$ cat config.mk
export PLATFORM = sky130hd
export DESIGN_NAME = imls_top
export DESIGN_NICKNAME = d
export VERILOG_FILES = /design/src/hdl/imls_pkg.sv /design/src/hdl/imls_meas.sv /design/src/hdl/imls_top.sv
export SDC_FILE = /design/constraint.sdc
export NUM_CORES = 1
export LEC_CHECK = 0
export BUFFER_PORTS_ARGS = -buffer_cell sky130_fd_sc_hd__buf_2
export CAP_MARGIN = 10
export CORE_MARGIN = 2
export CORE_UTILIZATION = 28
export CTS_BUF_LIST = sky130_fd_sc_hd__clkbuf_8
export DETAILED_ROUTE_END_ITERATION = 8
export SLEW_MARGIN = 10
export SYNTH_ARGS = -nofsm -noshare
export SYNTH_HDL_FRONTEND = slang
export SYNTH_SLANG_ARGS = --single-unit
$ cat constraint.sdc
create_clock -name mclk -period 7 [get_ports mclk]
set_clock_uncertainty 0.1 [all_clocks]
set_input_delay 1.4 -clock mclk [delete_from_list [all_inputs] [get_ports mclk]]
set_output_delay 1.4 -clock mclk [all_outputs]
set_load 0.02 [all_outputs]
$ cat src/hdl/imls_pkg.sv
// package for the rail interrupt mask and load-measurement select block
// assumes a byte-wide register port decoded by an upstream serial-interface slave
package imls_pkg;
   localparam logic [7:0] ADDR_TOP_EVENT_MASK_TWO = 8'h22;
   localparam logic [7:0] ADDR_RAIL01_MASK = 8'h23;
   localparam logic [7:0] ADDR_RAIL23_MASK = 8'h24;
   localparam logic [7:0] ADDR_LOAD_SEL = 8'h25;
   localparam logic [7:0] ADDR_LOAD_HI = 8'h26;
   localparam logic [7:0] ADDR_LOAD_LO = 8'h27;
   localparam logic [7:0] ADDR_INT_FLAGS = 8'h30;
   localparam logic [7:0] ADDR_INT_MASK1 = 8'h31;
   localparam logic [7:0] ADDR_INT_FLAGS_HI = 8'h32;
   localparam int BIT_RESET_REG_MASK = 0;
   localparam int BIT_OC_LO = 0;
   localparam int BIT_PG_LO = 2;
   localparam int BIT_OC_HI = 4;
   localparam int BIT_PG_HI = 6;
   localparam int BIT_READY_MASK = 0;
   localparam logic [7:0] RST_TOP_EVENT_MASK_TWO = 8'h00;
   localparam logic [7:0] RST_RAIL_MASK = 8'h00;
   localparam logic [7:0] RST_LOAD_SEL = 8'h00;
   localparam logic [7:0] RST_MASK1 = 8'h00;
   localparam logic [7:0] RAIL_MASK_WMASK = 8'h55;
   localparam int MEAS_CYCLES = 16;
   localparam int CUR_W = 11;
   typedef struct packed {
      logic wr;
      logic rd;
      logic [7:0] addr;
      logic [7:0] wdata;
   } imls_bus_s;
   typedef enum logic [1:0] {
      IMLS_IDLE = 2'b00,
      IMLS_CONV = 2'b01,
      IMLS_DONE = 2'b10
   } imls_state_e;
endpackage

$ cat src/hdl/imls_meas.sv
// load-current measurement sequencer: each start pulse begins a conversion, restarting any still in progress
// assumes per-rail currents already digitised, 11 bits, 20 mA per code step
module imls_meas (
   input wire logic mclk,
   input wire logic resetn,
   input wire logic start,
   input wire logic [1:0] rail_sel,
   input wire logic [3:0] is_slave,
   input wire logic [3:0][1:0] master_of,
   input wire logic [3:0][10:0] rail_cur,
   output logic [10:0] result,
   output logic done
);
   imls_pkg::imls_state_e state;
   logic [4:0] cnt;
   logic [1:0] rail;
   logic [12:0] sum;
   always_comb
   begin
      sum = 13'h0000;
      // a master gathers every slave pointed at it; a slave reports only itself
      if (is_slave[rail])
      begin
         sum = {2'b00, rail_cur[rail]};
      end
      else
      begin
         for (int i = 0; i < 4; i++)
         begin
            if (i == int'(rail) || (is_slave[i] && master_of[i] == rail))
            begin
               sum = sum + {2'b00, rail_cur[i]};
            end
         end
      end
   end
   always_ff @(posedge mclk)
   begin
      if (!resetn)
      begin
         state <= imls_pkg::IMLS_IDLE;
         cnt <= 5'h00;
         rail <= 2'h0;
         result <= 11'h000;
         done <= 1'b0;
      end
      else
      begin
         done <= 1'b0;
         // a new start restarts the conversion, so writes made during one yield a single result
         if (start)
         begin
            state <= imls_pkg::IMLS_CONV;
            rail <= rail_sel;
            cnt <= 5'(imls_pkg::MEAS_CYCLES - 1);
         end
         else
         begin
            unique case (state)
               imls_pkg::IMLS_IDLE: ;
               imls_pkg::IMLS_CONV:
               begin
                  if (cnt == 5'h00)
                  begin
                     state <= imls_pkg::IMLS_DONE;
                  end
                  else
                  begin
                     cnt <= cnt - 5'h01;
                  end
               end
               imls_pkg::IMLS_DONE:
               begin
                  // saturate at full code
                  result <= (sum > 13'h07FF) ? 11'h7FF : sum[10:0];
                  done <= 1'b1;
                  state <= imls_pkg::IMLS_IDLE;
               end
               default: state <= imls_pkg::IMLS_IDLE;
            endcase
         end
      end
   end
endmodule

$ cat src/hdl/imls_top.sv
// interrupt masks, latched flags and load-current measurement select
// assumes the serial slave hands over one-cycle byte reads and writes on mclk
module imls_top (
   input wire logic mclk,
   input wire logic resetn,
   input wire imls_pkg::imls_bus_s bus,
   output logic [7:0] rdata,
   input wire logic [3:0] pg_pin,
   input wire logic [3:0] oc_pin,
   input wire logic reset_reg_event,
   input wire logic [3:0] is_slave,
   input wire logic [3:0][1:0] master_of,
   input wire logic [3:0][10:0] rail_cur,
   output logic [3:0] powergood_raw,
   output logic [3:0] overcurrent_raw,
   output logic irq_out_n
);
   logic [7:0] top_event_mask_two;
   logic [7:0] rail01_event_mask;
   logic [7:0] rail23_event_mask;
   logic [7:0] load_meas_select;
   logic [7:0] top_mask_one;
   logic [3:0] pg_s1, pg_s2, pg_s3, oc_s1, oc_s2, oc_s3;
   logic [9:0] flags;
   logic [9:0] flag_en;
   logic [9:0] flag_set;
   logic meas_start;
   logic meas_done;
   logic [10:0] meas_result;
   logic [7:0] next_rdata;
   wire wr_sel = bus.wr && bus.addr == imls_pkg::ADDR_LOAD_SEL;

   always_ff @(posedge mclk)
   begin
      if (!resetn)
      begin
         top_event_mask_two <= imls_pkg::RST_TOP_EVENT_MASK_TWO;
         rail01_event_mask <= imls_pkg::RST_RAIL_MASK;
         rail23_event_mask <= imls_pkg::RST_RAIL_MASK;
         load_meas_select <= imls_pkg::RST_LOAD_SEL;
         top_mask_one <= imls_pkg::RST_MASK1;
      end
      else if (bus.wr)
      begin
         unique case (bus.addr)
            imls_pkg::ADDR_TOP_EVENT_MASK_TWO: top_event_mask_two <= bus.wdata;
            // odd bits read-only zero
            imls_pkg::ADDR_RAIL01_MASK:
               rail01_event_mask <= bus.wdata & imls_pkg::RAIL_MASK_WMASK;
            imls_pkg::ADDR_RAIL23_MASK:
               rail23_event_mask <= bus.wdata & imls_pkg::RAIL_MASK_WMASK;
            imls_pkg::ADDR_LOAD_SEL: load_meas_select <= bus.wdata;
            imls_pkg::ADDR_INT_MASK1: top_mask_one <= bus.wdata;
            default: ;
         endcase
      end
   end

   // any write to the select register starts a conversion, even a same-value one
   always_ff @(posedge mclk)
   begin
      if (!resetn)
      begin
         meas_start <= 1'b0;
      end
      else
      begin
         meas_start <= wr_sel;
      end
   end

   imls_meas u_meas (
      .mclk(mclk),
      .resetn(resetn),
      .start(meas_start),
      .rail_sel(load_meas_select[1:0]),
      .is_slave(is_slave),
      .master_of(master_of),
      .rail_cur(rail_cur),
      .result(meas_result),
      .done(meas_done)
   );

   // three-stage synchronisers; raw status ignores the masks entirely
   always_ff @(posedge mclk)
   begin
      if (!resetn)
      begin
         pg_s1 <= 4'h0;
         pg_s2 <= 4'h0;
         pg_s3 <= 4'h0;
         oc_s1 <= 4'h0;
         oc_s2 <= 4'h0;
         oc_s3 <= 4'h0;
         powergood_raw <= 4'h0;
         overcurrent_raw <= 4'h0;
      end
      else
      begin
         pg_s1 <= pg_pin;
         pg_s2 <= pg_s1;
         pg_s3 <= pg_s2;
         oc_s1 <= oc_pin;
         oc_s2 <= oc_s1;
         oc_s3 <= oc_s2;
         for (int i = 0; i < 4; i++)
         begin
            if (pg_s2[i] == pg_s3[i])
            begin
               powergood_raw[i] <= pg_s3[i];
            end
            if (oc_s2[i] == oc_s3[i])
            begin
               overcurrent_raw[i] <= oc_s3[i];
            end
         end
      end
   end

   // flag order: 0 oc0,1 pg0,2 oc1,3 pg1,4 oc2,5 pg2,6 oc3,7 pg3,8 reset_reg,9 ready
   always_comb
   begin
      flag_set = 10'h000;
      for (int i = 0; i < 4; i++)
      begin
         // pg flags on any edge of the filtered level, oc on rising edge
         flag_set[2 * i] = (oc_s2[i] == oc_s3[i]) && oc_s3[i] && !overcurrent_raw[i];
         flag_set[2 * i + 1] = (pg_s2[i] == pg_s3[i]) && (pg_s3[i] != powergood_raw[i]);
      end
      flag_set[8] = reset_reg_event;
      flag_set[9] = meas_done;
      flag_en = ~{top_mask_one[imls_pkg::BIT_READY_MASK],
                  top_event_mask_two[imls_pkg::BIT_RESET_REG_MASK],
                  rail23_event_mask[imls_pkg::BIT_PG_HI], rail23_event_mask[imls_pkg::BIT_OC_HI],
                  rail23_event_mask[imls_pkg::BIT_PG_LO], rail23_event_mask[imls_pkg::BIT_OC_LO],
                  rail01_event_mask[imls_pkg::BIT_PG_HI], rail01_event_mask[imls_pkg::BIT_OC_HI],
                  rail01_event_mask[imls_pkg::BIT_PG_LO], rail01_event_mask[imls_pkg::BIT_OC_LO]};
   end

   // write-one-to-clear; a set in the same cycle wins
   always_ff @(posedge mclk)
   begin
      if (!resetn)
      begin
         flags <= 10'h000;
      end
      else
      begin
         for (int i = 0; i < 10; i++)
         begin
            if (flag_set[i])
            begin
               flags[i] <= 1'b1;
            end
            else if (bus.wr && bus.addr == imls_pkg::ADDR_INT_FLAGS + 8'(i / 8)
                     && bus.wdata[i % 8])
            begin
               flags[i] <= 1'b0;
            end
         end
      end
   end

   always_ff @(posedge mclk)
   begin
      if (!resetn)
      begin
         irq_out_n <= 1'b1;
      end
      else
      begin
         irq_out_n <= ~|(flags & flag_en);
      end
   end

   always_comb
   begin
      unique case (bus.addr)
         imls_pkg::ADDR_TOP_EVENT_MASK_TWO: next_rdata = top_event_mask_two;
         imls_pkg::ADDR_RAIL01_MASK: next_rdata = rail01_event_mask;
         imls_pkg::ADDR_RAIL23_MASK: next_rdata = rail23_event_mask;
         imls_pkg::ADDR_LOAD_SEL: next_rdata = load_meas_select;
         imls_pkg::ADDR_LOAD_HI: next_rdata = {5'h00, meas_result[10:8]};
         imls_pkg::ADDR_LOAD_LO: next_rdata = meas_result[7:0];
         imls_pkg::ADDR_INT_FLAGS: next_rdata = flags[7:0];
         imls_pkg::ADDR_INT_MASK1: next_rdata = top_mask_one;
         imls_pkg::ADDR_INT_FLAGS_HI: next_rdata = {6'h00, flags[9:8]};
         default: next_rdata = 8'h00;
      endcase
   end

   always_ff @(posedge mclk)
   begin
      if (!resetn)
      begin
         rdata <= 8'h00;
      end
      else if (bus.rd)
      begin
         rdata <= next_rdata;
      end
   end

   a_start_one_cycle: assert property (@(posedge mclk) disable iff (!resetn)
      wr_sel |=> meas_start ##1 (u_meas.state == imls_pkg::IMLS_CONV))
      else $error("select write did not give one start pulse");
   a_irq_follows_flags: assert property (@(posedge mclk) disable iff (!resetn)
      |(flags & flag_en) |=> !irq_out_n)
      else $error("unmasked flag did not assert interrupt");
   a_irq_clear: assert property (@(posedge mclk) disable iff (!resetn)
      !(|(flags & flag_en)) |=> irq_out_n)
      else $error("interrupt stayed asserted with no unmasked flag");
   a_reset_mask: assert property (@(posedge mclk) disable iff (!resetn)
      top_event_mask_two[0] && flags[8] && !(|(flags[9:0] & ~10'h100 & flag_en))
      |=> irq_out_n)
      else $error("masked reset-register flag drove interrupt");
   a_meas_ready: assert property (@(posedge mclk) disable iff (!resetn)
      meas_done |=> flags[9])
      else $error("measurement done did not set ready flag");
   a_meas_bounded: assert property (@(posedge mclk) disable iff (!resetn)
      meas_start ##1 !meas_start [*8] |-> ##[1:12] meas_done)
      else $error("measurement never completed");
   a_raw_unmasked: assert property (@(posedge mclk) disable iff (!resetn)
      (pg_s2[0] == pg_s3[0]) |=> powergood_raw[0] == $past(pg_s3[0]))
      else $error("raw power-good not tracking input");
   a_mask_reserved: assert property (@(posedge mclk) disable iff (!resetn)
      (rail01_event_mask & ~imls_pkg::RAIL_MASK_WMASK) == 8'h00)
      else $error("read-only mask bits became set");
endmodule

==> reports/results.txt <==
status - complete, no violations
EDFF count, synth - 0
antenna fix cells - 0
actual slew at the worst max-slew pin - 1141 ps
Hold Path Class - flip-flop to flip-flop
crit start category - input port
vias in the first global route - 6616
cell taking the most area after synthesis - dfxtp_1
core area - 24320 um2
routed vias/inst - 5.096
R2R setup slack - 780 ps
Mapped Area - 6924 um2
CTS max path bufs - 2
# setup viols final - 0
grt total ovfl - 0
worst-path fanout max - 5
PortBufs - 101
most common cell in the synthesized netlist - dfxtp_1
initial antenna violation count - 0
gr usage total - 16.20%
syn_area_per_cell - 8.165 um2
Hold WS - 327.0 ps
Synth cell types - 85
Residual DRC - 0
Synth Net Count - 974
Starting Density - 28.47%
GP Congestion - 0.8926
RSZ-0062 raised after global routing - true
final net count - 1127
Post-synth top cells - dfxtp_1 (105), nor2_1 (85), a21oi_1 (83), nand2_1 (78), o21ai_0 (45)
worst rel slew slack - 23.29%
Placed Cells - 1307
Detailed Routing Iterations Pass 1 - 6
Post-synth ARST share - 0%
Max-Cap Viols - 0
1st-iter DRT viols - 445
FP Rows - 57
CTS tree - built
crit path DAT - 7060 ps
Synth-to-Final Area Change - 26.94%
fmax - 145.1 MHz
Leakage - 0.003573 uW
clk slew on worst S/H paths - 110 ps
Pwr Density - 159.4 nW/um2
Most used DFF post-synth - dfxtp_1
H-Tree Depth - 3
Final Non-Filler Cells - 1329
Die Area - 26000 um2
critical path capture point type - flip-flop
WS Path Type - input port to flip-flop
Die Height - 161.3 um
Syn. warnings - 0
clk sinks - 105
pins over their slew limit - 0
slowest stage delay, CP - 380 ps
Via Count - 6773
period utilization - 98.42%
Final Hold Viols - 0
worst endpoint required time - 7170 ps
Total Wirelength - 21440 um
largest net degree at the start of global routing - 58
share of cells above drive strength 1 - 28.16%
Routed wire per std cell - 16.13 um
register area share after synthesis - 30.36%
CTS root buf - clkbuf_8
top cells by area, synth - dfxtp_1 (30%), ha_1 (6.9%), a21oi_1 (6.0%)
Max rail drop VDD - 94.06 uV
total clock buffers created by CTS - 9
Tmin final - 6890 ps
Slowest-stage cell, CP - fa_2
DPL Wire Length - 16520 um
share of the synthesized area in the top cell type - 30.36%
Synth Instances - 848
worst skew pair latency - 380 ps
DIE WIDTH - 161.3 um
Yosys reg bits - 105
number of routed nets with antenna violations - 0
global-route wire length before repair - 34120 um
IO Pins - 102
==> worst paths after layout <==
check,start,to,depth (start not counted)
setup / recovery,is_slave[0],u_meas.result[6],30
hold reg to reg,pg_s1[0],pg_s2[0],1
setup reg to reg,u_meas.rail[0],u_meas.result[6],29
hold / removal,pg_s1[0],pg_s2[0],1
==> critical path: cells and delay by family <==
kind / cells / cell delay (ps)
AO/OA/AOI/OAI: 12 / 2700
buffers and inverters: 3 / 350
adder cells (fa/ha/maj): 4 / 1100
XOR/XNOR: 2 / 290
AND/OR/NAND/NOR: 9 / 1200
==> cell type report <==
class | count | area, um2
fillers | 2528 | 15530
well taps | 324 | 405.4
multi-input cells | 667 | 4825
inverters | 34 | 127.6
flip-flops and latches | 105 | 2102
clock inverters | 5 | 47.55
clock buffers | 10 | 137.6
repair buffers | 184 | 1145
==> per-layer routing <==
| layer | vias to the layer above | wire length (um) | track usage, % |
|---|---|---|---|
| met5 | - | 0 | 0 |
| met4 | 0 | 715 | 6.006 |
| met3 | 46 | 787 | 2.183 |
| met2 | 163 | 10070 | 26.77 |
| met1 | 3200 | 9865 | 21.59 |
| li1 | 3364 | - | - |
==> registers in the layout, indices dropped and copies added (netlist names), 5 cells and up <==
name                count
u_meas.cnt              5
top_mask_one            8
rdata                   8
top_event_mask_two      8
load_meas_select        8
u_meas.result          11
flags                  10
==> power by group <==
group / internal [uW] / leakage (uW) / switching, uW
sequential: 605 / 0.000850 / 3.42
clock: 144 / 0.0000928 / 215
combinational: 210 / 0.00263 / 224
total: 959 / 0.00357 / 442
==> placed cells by master (no fill, tap or decap), types with 4 or more instances in the layout <==
| cell | instances |
|---|---|
| a211oi_1 | 7 |
| a21o_1 | 16 |
| a21oi_1 | 73 |
| a21oi_2 | 12 |
| a221oi_1 | 4 |
| a22oi_1 | 11 |
| a31oi_1 | 4 |
| and2_1 | 35 |
| buf_2 | 99 |
| buf_4 | 82 |
| clkbuf_8 | 10 |
| dfxtp_1 | 105 |
| ha_1 | 33 |
| ha_4 | 5 |
| inv_1 | 32 |
| mux2_2 | 7 |
| mux2i_1 | 28 |
| mux4_2 | 13 |
| nand2_1 | 75 |
| nand2b_1 | 13 |
| nand3_1 | 33 |
| nand3b_1 | 4 |
| nor2_1 | 84 |
| nor3_1 | 16 |
| o211ai_1 | 5 |
| o21a_1 | 11 |
| o21ai_0 | 41 |
| o21bai_1 | 5 |
| o22ai_1 | 6 |
| or2_2 | 5 |
| or3_1 | 4 |
| xnor2_1 | 16 |
| xor2_1 | 9 |
==> timing repair <==
| item | CTS | global route |
|---|---|---|
| endpoints found under the setup margin | 0 | 11 |
| buffers inserted | 0 | 7 |
| hold buffers | 0 | 0 |
| gates resized for setup | 0 | 33 |
| endpoints found under the hold margin | 0 | 0 |
==> kinds of logic after synthesis <==
family	share of synthesized area, %
simple gates	21.65
compound gates	22.93
flops	30.36
buf+inv	4.445
mux	9.577
fa+ha+maj	7.879
xor+xnor	3.162
==> per-stage QoR <==
step	area [um2]	setup TNS, ps	worst slack [ps]	total power (uW)	utilization, %
floorplan	7039	-1308	-139.5	859.0	-
global placement	8351	-2741	-279.2	1015	34.34
detailed placement	8351	-3611	-357.0	1018	34.34
CTS	8536	0	4.587	1377	35.10
global route	8790	-841.9	-108.3	1483	36.14
finish	8790	0	110.3	1401	36.14
Power figures use the tool's default switching activity.
